--- config.mk ---
export PLATFORM = sky130hd
export DESIGN_NAME = mic_top
export DESIGN_NICKNAME = d
export VERILOG_FILES = /design/src/mic_pkg.sv /design/src/mic_apb_slave.sv /design/src/mic_top.sv /design/src/mic_wait_timer.sv
export SDC_FILE = /design/constraint.sdc
export NUM_CORES = 1
export LEC_CHECK = 0
export BUFFER_PORTS_ARGS = -buffer_cell sky130_fd_sc_hd__buf_2
export CAP_MARGIN = 20
export CORE_ASPECT_RATIO = 0.75
export CORE_UTILIZATION = 25
export DETAILED_ROUTE_END_ITERATION = 8
export PLACE_DENSITY_LB_ADDON = 0.15
export SLEW_MARGIN = 10
export SYNTH_ARGS = -nofsm -noshare
export SYNTH_HDL_FRONTEND = slang
export SYNTH_SLANG_ARGS = --single-unit
--- constraint.sdc ---
create_clock -name pclk -period 5 [get_ports pclk]
set_input_delay 0.5 -clock pclk [delete_from_list [all_inputs] [get_ports pclk]]
set_output_delay 0.5 -clock pclk [all_outputs]
set_load 0.02 [all_outputs]
--- src/mic_pkg.sv ---
// Package of constants for the memory init control register bank.
package mic_pkg;
    // ------------------------------------------------------------
    // Register map
    // ------------------------------------------------------------
    localparam logic [7:0] DEVICE_REGISTER_DATA_OFF = 8'h90;
    localparam logic [7:0] MEMORY_INIT_CONTROL_OFF = 8'h94;
    localparam logic [31:0] MEMORY_INIT_CONTROL_RST = 32'h0000_0000;
    localparam logic [31:0] DEVICE_REGISTER_DATA_RST = 32'h0000_0000;
    // Writable bits of the control register; the rest read zero.
    localparam logic [31:0] CTRL_WMASK = 32'h79bf_ffff;
    // ------------------------------------------------------------
    // Field positions
    // ------------------------------------------------------------
    localparam int SWAP_BIT = 30;
    localparam int PUW_LSB = 28;
    localparam int DONE_BIT = 27;
    localparam int HUB_BIT = 24;
    localparam int LAUNCH_BIT = 23;
    localparam int CHAN_LSB = 20;
    localparam int BCAST_BIT = 19;
    localparam int DRA_LSB = 10;
    localparam int SDA_LSB = 5;
    localparam int OPC_LSB = 0;
    // ------------------------------------------------------------
    // Timing
    // ------------------------------------------------------------
    localparam int CLK_MHZ = 25;
    // Power-down exit times in tenths of a microsecond.
    localparam int PUW_T0_DUS = 420;
    localparam int PUW_T1_DUS = 345;
    localparam int PUW_T2_DUS = 270;
    localparam int PUW_T3_DUS = 195;
    localparam int PUW_C0 = PUW_T0_DUS * CLK_MHZ / 10;
    localparam int PUW_C1 = PUW_T1_DUS * CLK_MHZ / 10;
    localparam int PUW_C2 = PUW_T2_DUS * CLK_MHZ / 10;
    localparam int PUW_C3 = PUW_T3_DUS * CLK_MHZ / 10;
    localparam int CNT_W = 12;
    // Register read opcode, and the opcode that exits power-down and so needs the long wait.
    localparam logic [4:0] OPC_REG_READ = 5'h00;
    localparam logic [4:0] OPC_PDN_EXIT = 5'h11;
    // Serial op sequencer states.
    typedef enum logic [1:0] {
        MIC_IDLE = 2'b00,
        MIC_SEND = 2'b01,
        MIC_WAIT = 2'b10,
        MIC_DONE = 2'b11
    } mic_state_t;
endpackage

--- src/mic_apb_slave.sv ---
// APB slave decode and read mux for the memory init control registers.
`timescale 1ns/1ps
module mic_apb_slave (
    input wire logic psel,
    input wire logic penable,
    input wire logic pwrite,
    input wire logic [7:0] paddr,
    input wire logic [31:0] ctrl_q,
    input wire logic [31:0] data_q,
    output logic wr_ctrl,
    output logic wr_data,
    output logic [31:0] rd_data,
    output logic rd_err
);
    // ------------------------------------------------------------
    // Decode
    // ------------------------------------------------------------
    // Access phase strobes; while the clock enable is high the slave answers with no wait.
    wire logic access = psel & penable;
    wire logic hit_ctrl = paddr == mic_pkg::MEMORY_INIT_CONTROL_OFF;
    wire logic hit_data = paddr == mic_pkg::DEVICE_REGISTER_DATA_OFF;
    assign wr_ctrl = access & pwrite & hit_ctrl;
    assign wr_data = access & pwrite & hit_data;
    assign rd_err = ~(hit_ctrl | hit_data);
    // Reserved control bits read zero.
    assign rd_data = hit_ctrl ? (ctrl_q & mic_pkg::CTRL_WMASK) :
                     hit_data ? data_q : 32'h0000_0000;
endmodule

--- src/mic_top.sv ---
// Memory init control register bank with its op sequencer.
//
// The APB register port was decided locally.
`timescale 1ns/1ps
// Functional notes
// Bit 30 swaps hub stick channels, interface two.
// Bits 29:28 pick power-down exit wait time.
// Software sets init done flag when finished.
// Software sets hub present flag when detected.
// Software checks launch bit zero before launching.
// Writing launch one starts the selected operation.
// Launch bit self-clears when operation completes.
// Read data valid when launch bit clears.
// Bits 21:20 steer operation to a channel.
// Bits 4:0 select the initialization operation.
// Broadcast bit targets all devices, ignores address.
// Data high half first interface, low second.
// Reserved bits read zero, writes ignored.
module mic_top #(
    parameter int OP_CYCLES = 16
) (
    input wire logic pclk,
    input wire logic presetn,
    input wire logic ce,
    input wire logic psel,
    input wire logic penable,
    input wire logic pwrite,
    input wire logic [7:0] paddr,
    input wire logic [31:0] pwdata,
    output logic [31:0] prdata,
    output logic pready,
    output logic pslverr,
    // Memory channel side of the sequencer.
    output logic op_valid,
    output logic [4:0] op_code,
    output logic [1:0] op_channel,
    output logic op_broadcast,
    output logic [4:0] op_device,
    output logic [8:0] op_reg_addr,
    output logic [15:0] op_wdata_a,
    output logic [15:0] op_wdata_b,
    output logic swap_b_q,
    output logic init_done_q,
    output logic hub_present_q,
    input wire logic op_ack,
    input wire logic [15:0] op_rdata_a,
    input wire logic [15:0] op_rdata_b
);
    // Next values and qualified strobes.
    logic [7:0] op_cnt_d;
    logic ctrl_wr_ok;
    logic [31:0] ctrl_wval;
    logic capture;
    logic data_wr_ok;
    logic setup;
    logic [4:0] dev_d;
    logic [31:0] ctrl_q;
    logic [31:0] data_q;
    logic [31:0] rd_data;
    logic wr_ctrl;
    logic wr_data;
    logic rd_err;
    logic tmr_busy;
    logic tmr_load;
    logic [mic_pkg::CNT_W-1:0] tmr_val;
    logic [7:0] op_cnt_q;
    mic_pkg::mic_state_t state_q;
    mic_pkg::mic_state_t state_d;

    // ------------------------------------------------------------
    // Bus slave
    // ------------------------------------------------------------
    mic_apb_slave u_apb (
        .psel(psel),
        .penable(penable),
        .pwrite(pwrite),
        .paddr(paddr),
        .ctrl_q(ctrl_q),
        .data_q(data_q),
        .wr_ctrl(wr_ctrl),
        .wr_data(wr_data),
        .rd_data(rd_data),
        .rd_err(rd_err)
    );

    // Fields of the control register.
    wire logic launch = ctrl_q[mic_pkg::LAUNCH_BIT];
    wire logic [1:0] puw = ctrl_q[mic_pkg::PUW_LSB +: 2];
    wire logic [4:0] opc = ctrl_q[mic_pkg::OPC_LSB +: 5];
    wire logic bcast = ctrl_q[mic_pkg::BCAST_BIT];
    // Idle state, and the edge at which the channel takes the op.
    wire logic idle = state_q == mic_pkg::MIC_IDLE;
    wire logic acked = (state_q == mic_pkg::MIC_SEND) & op_ack;
    wire logic finish = state_q == mic_pkg::MIC_DONE;
    wire logic needs_wait = opc == mic_pkg::OPC_PDN_EXIT;

    // Wait length for the power-down exit field.
    function automatic logic [mic_pkg::CNT_W-1:0] puw_cycles(
        input logic [1:0] sel
    );
        unique case (sel)
            2'b00: puw_cycles = mic_pkg::CNT_W'(mic_pkg::PUW_C0);
            2'b01: puw_cycles = mic_pkg::CNT_W'(mic_pkg::PUW_C1);
            2'b10: puw_cycles = mic_pkg::CNT_W'(mic_pkg::PUW_C2);
            2'b11: puw_cycles = mic_pkg::CNT_W'(mic_pkg::PUW_C3);
        endcase
    endfunction

    assign tmr_val = puw_cycles(puw);
    // Only a power-down exit loads the timer, on the ack edge, so the
    // wait is measured from the moment the channel took the op.
    assign tmr_load = ce & acked & needs_wait;

    mic_wait_timer #(.W(mic_pkg::CNT_W)) u_tmr (
        .pclk(pclk),
        .presetn(presetn),
        .ce(ce),
        .load(tmr_load),
        .load_val(tmr_val),
        .busy(tmr_busy)
    );

    // ------------------------------------------------------------
    // Sequencer
    // ------------------------------------------------------------
    // Send the op, wait for the channel to ack, then for the exit
    // time or a settle count, then drop the launch bit.
    always_comb begin
        state_d = state_q;
        unique case (state_q)
            mic_pkg::MIC_IDLE: begin
                if (launch) begin
                    state_d = mic_pkg::MIC_SEND;
                end
            end
            mic_pkg::MIC_SEND: begin
                if (op_ack) begin
                    state_d = mic_pkg::MIC_WAIT;
                end
            end
            mic_pkg::MIC_WAIT: begin
                if (!tmr_busy && !tmr_load && op_cnt_q == 8'h00) begin
                    state_d = mic_pkg::MIC_DONE;
                end
            end
            mic_pkg::MIC_DONE: begin
                state_d = mic_pkg::MIC_IDLE;
            end
        endcase
    end

    // State register; it only moves while the clock enable is high,
    // so a frozen clock enable holds the current step, but an op_ack pulse that comes while it is low is missed.
    always_ff @(posedge pclk or negedge presetn) begin
        if (!presetn) begin
            state_q <= mic_pkg::MIC_IDLE;
        end else if (ce) begin
            state_q <= state_d;
        end
    end

    // Settle count: reloaded on the ack, then runs down to zero.
    assign op_cnt_d = acked ? 8'(OP_CYCLES) :
                      (op_cnt_q != 8'h00) ? op_cnt_q - 8'h01 : op_cnt_q;

    // Settle counter register.
    always_ff @(posedge pclk or negedge presetn) begin
        if (!presetn) begin
            op_cnt_q <= 8'h00;
        end else if (ce) begin
            op_cnt_q <= op_cnt_d;
        end
    end

    // ------------------------------------------------------------
    // Registers
    // ------------------------------------------------------------
    // A control write lands only while idle; a write that arrives
    // while an operation runs is dropped whole, so a late write
    // cannot change the opcode or target under the channel.
    assign ctrl_wr_ok = wr_ctrl & idle & ~launch;
    // Reserved bits are cleared before they can be stored.
    assign ctrl_wval = pwdata & mic_pkg::CTRL_WMASK;

    // Control register: masked writes, launch held until done.
    always_ff @(posedge pclk or negedge presetn) begin
        if (!presetn) begin
            ctrl_q <= mic_pkg::MEMORY_INIT_CONTROL_RST;
        end else if (ce) begin
            if (ctrl_wr_ok) begin
                ctrl_q <= ctrl_wval;
            end else if (finish) begin
                ctrl_q[mic_pkg::LAUNCH_BIT] <= 1'b0;
            end
        end
    end

    // Read data is captured on the ack of a register read, so it is
    // in place well before the launch bit drops.
    assign capture = acked & (opc == mic_pkg::OPC_REG_READ);
    // Software may load the data word only while no op is running,
    // so the write data handed to the channel stays put.
    assign data_wr_ok = wr_data & ~launch;

    // Data register: channel A in the high half, B in the low half.
    always_ff @(posedge pclk or negedge presetn) begin
        if (!presetn) begin
            data_q <= mic_pkg::DEVICE_REGISTER_DATA_RST;
        end else if (ce) begin
            if (capture) begin
                data_q <= {op_rdata_a, op_rdata_b};
            end else if (data_wr_ok) begin
                data_q <= pwdata;
            end
        end
    end

    // ------------------------------------------------------------
    // Bus answer
    // ------------------------------------------------------------
    // While the clock enable is high every access completes in two cycles:
    // ready is raised for the access phase that follows each setup cycle.
    assign setup = psel & ~penable;

    // Handshake flags of the bus answer.
    always_ff @(posedge pclk or negedge presetn) begin
        if (!presetn) begin
            pready <= 1'b0;
            pslverr <= 1'b0;
        end else if (ce) begin
            pready <= setup;
            pslverr <= setup & rd_err;
        end
    end

    // Read data, sampled in the setup cycle and held for the access.
    always_ff @(posedge pclk or negedge presetn) begin
        if (!presetn) begin
            prdata <= 32'h0000_0000;
        end else if (ce) begin
            prdata <= rd_data;
        end
    end

    // ------------------------------------------------------------
    // Op request
    // ------------------------------------------------------------
    // Broadcast ignores the device address.
    assign dev_d = bcast ? 5'h00 : ctrl_q[mic_pkg::SDA_LSB +: 5];

    // Request valid rises with the send state and falls on the ack when the
    // clock enable is high; an ack that comes while the enable is low leaves the request up.
    always_ff @(posedge pclk or negedge presetn) begin
        if (!presetn) begin
            op_valid <= 1'b0;
        end else if (ce) begin
            op_valid <= state_d == mic_pkg::MIC_SEND;
        end
    end

    // Request fields; they follow the control register, which is
    // frozen while an operation runs.
    always_ff @(posedge pclk or negedge presetn) begin
        if (!presetn) begin
            op_code <= 5'h00;
            op_channel <= 2'b00;
            op_broadcast <= 1'b0;
            op_device <= 5'h00;
            op_reg_addr <= 9'h000;
        end else if (ce) begin
            op_code <= opc;
            op_channel <= ctrl_q[mic_pkg::CHAN_LSB +: 2];
            op_broadcast <= bcast;
            op_device <= dev_d;
            op_reg_addr <= ctrl_q[mic_pkg::DRA_LSB +: 9];
        end
    end

    // Write data halves for the two interfaces.
    always_ff @(posedge pclk or negedge presetn) begin
        if (!presetn) begin
            op_wdata_a <= 16'h0000;
            op_wdata_b <= 16'h0000;
        end else if (ce) begin
            op_wdata_a <= data_q[31:16];
            op_wdata_b <= data_q[15:0];
        end
    end

    // ------------------------------------------------------------
    // Mirrored flags
    // ------------------------------------------------------------
    // Copies of the software-owned bits for the channel logic.
    always_ff @(posedge pclk or negedge presetn) begin
        if (!presetn) begin
            swap_b_q <= 1'b0;
            init_done_q <= 1'b0;
            hub_present_q <= 1'b0;
        end else if (ce) begin
            swap_b_q <= ctrl_q[mic_pkg::SWAP_BIT];
            init_done_q <= ctrl_q[mic_pkg::DONE_BIT];
            hub_present_q <= ctrl_q[mic_pkg::HUB_BIT];
        end
    end
endmodule

--- src/mic_wait_timer.sv ---
// Down counter that times the power-down exit wait.
`timescale 1ns/1ps
module mic_wait_timer #(
    parameter int W = 12
) (
    input wire logic pclk,
    input wire logic presetn,
    input wire logic ce,
    input wire logic load,
    input wire logic [W-1:0] load_val,
    output logic busy
);
    logic [W-1:0] cnt_q;
    // ------------------------------------------------------------
    // Counter
    // ------------------------------------------------------------
    // Loads on request, counts down to zero while enabled.
    always_ff @(posedge pclk or negedge presetn) begin
        if (!presetn) begin
            cnt_q <= '0;
        end else if (ce) begin
            if (load) begin
                cnt_q <= load_val;
            end else if (cnt_q != '0) begin
                cnt_q <= cnt_q - W'(1);
            end
        end
    end
    assign busy = cnt_q != '0;
endmodule
---- Yosys cells after proc, flatten, opt, wreduce, memory -nomap -nowiden ----
Cells that the tools add are included.
word-level totals
  flip-flop bits (word level) ............. 174
  latch bits .............................. 0
  RAM bits ................................ 0
  ROM bits ................................ 0
  input port bits ......................... 79
  output and inout port bits .............. 92
  word-level logic and storage cells ...... 84
  memories kept ........................... 0
operators by class
  add/subtract/negate cells ............... 2
  multipliers ............................. 0
  divide/modulo/power cells ............... 0
  order comparisons ....................... 0
  eq/ne operators ......................... 10
  shift operators ......................... 0
  multiplexer cells ....................... 16
  bitwise operators ....................... 17
  reduce and logical (&&, ||, !) cells .... 19
operators by type and width
  kind                     number
  $mux W32                 4
  $pmux W12 S4             1
  $mux W12                 2
  $eq A8 B8 Y1 const B     2
  $mux W8                  2
  $and A1 B1 Y1            13
  $reduce_bool A12 Y1      1
  $sub A12 B1 Y12 const B  1
  $reduce_and A2 Y1        5
  $eq A2 B2 Y1 const B     4
  $logic_not A8 Y1         1
  $pmux W2 S4              1
  $reduce_bool A2 Y1       4
  $reduce_bool A8 Y1       1
  $sub A8 B1 Y8 const B    1
  $eq A2 B1 Y1 const B     3
  $mux W2                  3
  $eq A5 B5 Y1 const B     1
  $logic_not A5 Y1         1
  $mux W5                  1
  $logic_not A2 Y1         2
  $not A1 Y1               3
  $logic_and A1 B1 Y1      2
  $logic_not A1 Y1         2
  2 further kinds          3

---- Logic depth before layout (Yosys ltp) ----
  word-level depth ........................ 10
  depth in mapped cells ................... 7
  mapped depth without buffers ............ 6

---- Hierarchy ----
A second synthesis with hierarchy kept.
unflattened totals
  cell total of the unflattened synthesis .. 751
  area total of the unflattened synthesis .. 8479.4 um2
by module, submodules not included
  module          times used  cells each  area each (um2)  seq. area each (um2)
  mic_top         1           570         6925.4           4053.9
  mic_wait_timer  1           98          884.6            300.3
  mic_apb_slave   1           83          669.4            0.0

---- Least setup slack after synthesis ----
No wires, ideal clock.
  path kind ............................... input to register
  start point ............................. input port paddr[1]
  end point ............................... register ctrl_q[10]
  setup time .............................. 0.125 ns
  arrival time ............................ 2.118 ns
  data required time ...................... 4.875 ns
  slack ................................... 2.757 ns
  stages .................................. 7
  path buffers ............................ 3
  cell sequence ........................... or4b_1 -> buf_2 -> nor2_1 -> and3_1 -> buf_2 -> buf_4 -> mux2_2
between the ends
  word-level cells in the longest chain between the ends .. 5
RTL lines
  item                         RTL line             source
  from (decl)                  mic_top.sv:28        input wire logic [7:0] paddr,
  $eq A8 B8 Y1                 mic_apb_slave.sv:20  wire logic hit_ctrl = paddr == mic_pkg::MEMORY_INIT_CONTROL_OFF;
  $and A1 B1 Y1                mic_apb_slave.sv:22  assign wr_ctrl = access & pwrite & hit_ctrl;
  $and A1 B1 Y1 (2 in series)  mic_top.sv:181       assign ctrl_wr_ok = wr_ctrl & idle & ~launch;
  $reduce_and A2 Y1 (no line)  -
  to (signal assigned)         mic_top.sv:188       ctrl_q <= mic_pkg::MEMORY_INIT_CONTROL_RST;
  to (signal assigned)         mic_top.sv:191       ctrl_q <= ctrl_wval;
  to (decl)                    mic_top.sv:57        logic [31:0] ctrl_q;
Every way passes these cells.
A chain may end at the register's enable or synchronous reset.

---- Worst setup path after layout ----
  start point ............................. register state_q[1]
  end point ............................... register data_q[13]
between the ends
  word-level cells in the longest chain between the ends .. 5
  elaborated cells on any way between the ends .. 6
  classes of those cells .................. eq/ne: 1; mux: 1; bitwise: 2; reduce/logical: 2
RTL lines
  item                          RTL line        source
  from (decl)                   mic_top.sv:67   mic_pkg::mic_state_t state_q;
  from (signal assigned)        mic_top.sv:156  state_q <= mic_pkg::MIC_IDLE;
  from (signal assigned)        mic_top.sv:158  state_q <= state_d;
  $eq A2 B1 Y1 *                mic_top.sv:93   wire logic acked = (state_q == mic_pkg::MIC_SEND) & op_ack;
  $and A1 B1 Y1 *               mic_top.sv:93
  $and A1 B1 Y1 *               mic_top.sv:200  assign capture = acked & (opc == mic_pkg::OPC_REG_READ);
  $reduce_bool A2 Y1 (no line)  -
  $reduce_and A2 Y1 (no line)   -
  to (signal assigned)          mic_top.sv:208  data_q <= mic_pkg::DEVICE_REGISTER_DATA_RST;
  to (signal assigned)          mic_top.sv:211  data_q <= {op_rdata_a, op_rdata_b};
  to (signal assigned)          mic_top.sv:213  data_q <= pwdata;
  to (decl)                     mic_top.sv:58   logic [31:0] data_q;
Mark *: on every way between the ends. The rest lies on a longest branch, timed or not.

==> flow_summary.yaml <==
hold_path:
  hp-class: "primary input to async pin"
logic_synthesis:
  synth-edff-count: 0
  synth_top_family_by_area: "compound AO/OA/AOI/OAI gates"
  synth-simple-area-share_pct: 9.259
  synth-compound-area-share_pct: 15.83
  synth_top_cell_by_area: "dfrtp_1"
  synth_cell_types: 64
  ys_warn_count: 0
  synth-xor-area-share_pct: 0.2306
  asyncSetResetFlopFracSynth_pct: 100.0
  synthCells: 610
  synth-seq-cells: 174
  synth_common_cells: "dfrtp_1, mux2_2, o21ai_0"
  synth_area_leaders: "dfrtp_1, mux2_2, o21ai_0, a22oi_1, o221a_2"
  synthMuxAreaShare_pct: 11.71
  synth_top_area_share_pct: 57.33
  syn_area_mm2: 0.007595
  syn_nets: 697
  ys_seq_area_share_pct: 57.33
  synthAdderAreaFrac_pct: 1.318
  syn_avg_cell_area_um2: 12.45
  yosysMostFrequentCell: "dfrtp_1"
  synth-main-ff-cell: "dfrtp_1"
worst_setup_path:
  cp-startpoint: "state_q[1]"
  cp.arrival_ns: 3.19
  cp_cell_sequence: "and3b_1 -> nand4_1 -> buf_4 -> nand2_4 -> o221a_1"
  end_kind: "flop"
  critPathMaxFanout: 32
  crit_end: "data_q[13]"
  crit_slowest_cell: "nand4_1"
  rr_worst_depth: 5
  required_ns: 5.37
  cp-start-kind: "flop"
  r2r_end: "data_q[13]"
  path_class: "flop to flop"
  regToRegSetupSlack_ns: 2.18
  r2r-start: "state_q[1]"
  slowest_delay_ns: 0.70
route:
  wirelength_um: 22080
  viasPerCell: 4.616
  drtPass1Iterations: 4
  drc_errors: 0
  detail_route.wl_per_cell_um: 18.78
  drt-initial-drc-count: 301
  ant_nets: 0
  vias: 5428
timing:
  fin_crit_sh_pct: 56.44
  worstMarginPinSlew_ns: 0.9608
  max_clock_freq_mhz: 354.3
  drv_slew: 0
  fin_crit_ns: 2.822
  clock_skew_ns: 0.01195
  rsz0062_at_grt: "no"
  fin_ws_ns: 2.178
  slew-limit-headroom_pct: 35.79
  tns_ns: 0
  hold_viol: 0
  setup_viol: 0
  timing.hold.ws_ns: 0.1070
cts:
  post_cts_buffers: 0
  cts-root-buf: "clkbuf_16"
  postCtsHoldBufs: 0
  ctsResizeCount: 0
  cts_num_sinks: 174
  cts_buffers: 17
  clk_pin_slew_ns: 0.07
  cts_buffer_depth: 2
  clk_latency_ns: 0.44
  htreeDepth: 4
  cts_tree: "yes"
die:
  ios: 171
  start_util_pct: 25.78
  fp.dieArea_mm2: 0.03109
  die_w_um: 203.3
  fp.dieH_um: 152.9
  rows: 54
  core_mm2: 0.02946
global_route:
  first_global_vias: 5603
  grt_max_degree: 88
  antenna_found_initial: 3
  grt_pass1_wl_um: 34820
  grt-ovfl-total: 0
  grt_util_all_layers_pct: 14.69
power:
  switching_share_pct: 32.03
  seq_power_share_pct: 46.9
  p_per_area_mw_per_mm2: 427.6
  p_int_w: 0.002740
  combPwrFrac_pct: 19.7
  p_clk_share_pct: 33.4
  p_sw_w: 0.001292
  power.leakage_nw: 4.511
  ir_worst_vdd_uv: 244.5
status:
  outcome: "completed"
place:
  routabilityCongestion: 0.7614
  dp_hpwl_um: 14820
  preCtsSetupSlack_ns: 1.607
  dpl-instance-area_mm2: 0.008846
  portBuffers: 170
finish:
  fin_area_mm2: 0.009430
  drive_gt1_share_pct: 44.83
  syn_to_final_growth_pct: 24.17
  layout.nets: 857
run:
  cap_violations: 0
[state kept, by name, summed over array words and instances (netlist names)]
name and count:
op_cnt_q 8, op_wdata_b 16, op_reg_addr 9, pslverr 1, op_wdata_a 16, swap_b_q 1
prdata 32, pready 1, op_valid 1, op_code 5, op_broadcast 1, state_q 2
hub_present_q 1, init_done_q 1, ctrl_q 28, data_q 32, op_device 5, u_tmr.cnt_q 12
op_channel 2
[logic make-up after synthesis]
kind of cell,Yosys count
DFF,174
AOI/OAI and AO/OA,155
and+or+nand+nor,115
muxes,79
buffers and inverters,77
adders and majority gates,8
xor gates and xnor gates,2
[cell type report]
class	instances	area [um2]
Multi-Input combinational cell	359	2925
Inverter	39	146.4
Fill cell	3045	20030
Tap cell	392	490.5
Clock buffer	17	425.4
Antenna cell	1	2.502
Timing Repair Buffer	179	929.6
Sequential cell	174	4354
Clock inverter	15	156.4
[worst max-delay path: cells and delay by family (launching register included)]
family                 cells  cell delay [ns]
DFF                        1             0.46
AOI/OAI and AO/OA          1             0.28
buffers and inverters      1             0.49
and+or+nand+nor            3             1.50
[metal layers]
metal  up-vias  share of wire (%)  GRT usage [%]
li1       2576                  -              -
met5         -               0.10              0
met2       128                 41          19.93
met4         4                1.1          4.261
met3        20                6.6          4.606
met1      2700                 51          21.92
[power by group through the flow]
stage | registers [W] | clock network, W | logic (W)
floorplan | 0.00199 | 0 | 0.000404
global placement | 0.00192 | 0 | 0.000794
detailed placement | 0.00191 | 0 | 0.000802
CTS | 0.00189 | 0.00139 | 0.000804
global route | 0.00193 | 0.00145 | 0.000872
finish | 0.00189 | 0.00135 | 0.000793
[through the flow]
step	utilization, %	instances	power, W
2_1_floorplan	-	610	0.002394
6_report	32.01	1176	0.004032
4_1_cts	32.00	1175	0.004084
5_1_grt	32.00	1175	0.004256
3_5_place_dp	30.03	1143	0.002715
3_3_place_gp	30.03	1143	0.002714
[placed cells by master (no fill, tap or decap), types with 3 or more instances in the layout]
master and n:
o221a_1 13, a22oi_1 29, nor2b_1 3, clkbuf_16 17, mux2_2 79, inv_1 39
nor3_1 7, a21o_1 3, nor4_1 8, buf_4 10, ha_1 8, or3_1 3
nand3b_1 3, o31ai_1 3, nand4_1 5, or2_2 32, o21ai_0 44, inv_6 4
o221a_2 19, nand2_1 12, inv_8 3, a22o_1 14, nand3_1 4, a21oi_1 6
clkinvlp_4 3, dfrtp_1 174, buf_2 168, nor2_1 14
[how the worst min path moves through the flow]
stage                              start              to  cells past startpoint
after floorplan                  presetn       ctrl_q[0]                      0
after global placement      op_broadcast    op_broadcast                      1
after detailed placement  op_wdata_a[13]  op_wdata_a[13]                      1
after CTS                        presetn     op_cnt_q[5]                      1
after global routing             presetn          pready                      1
final                            presetn          pready                      1
Note: power is estimated with default switching activity, not from simulation.
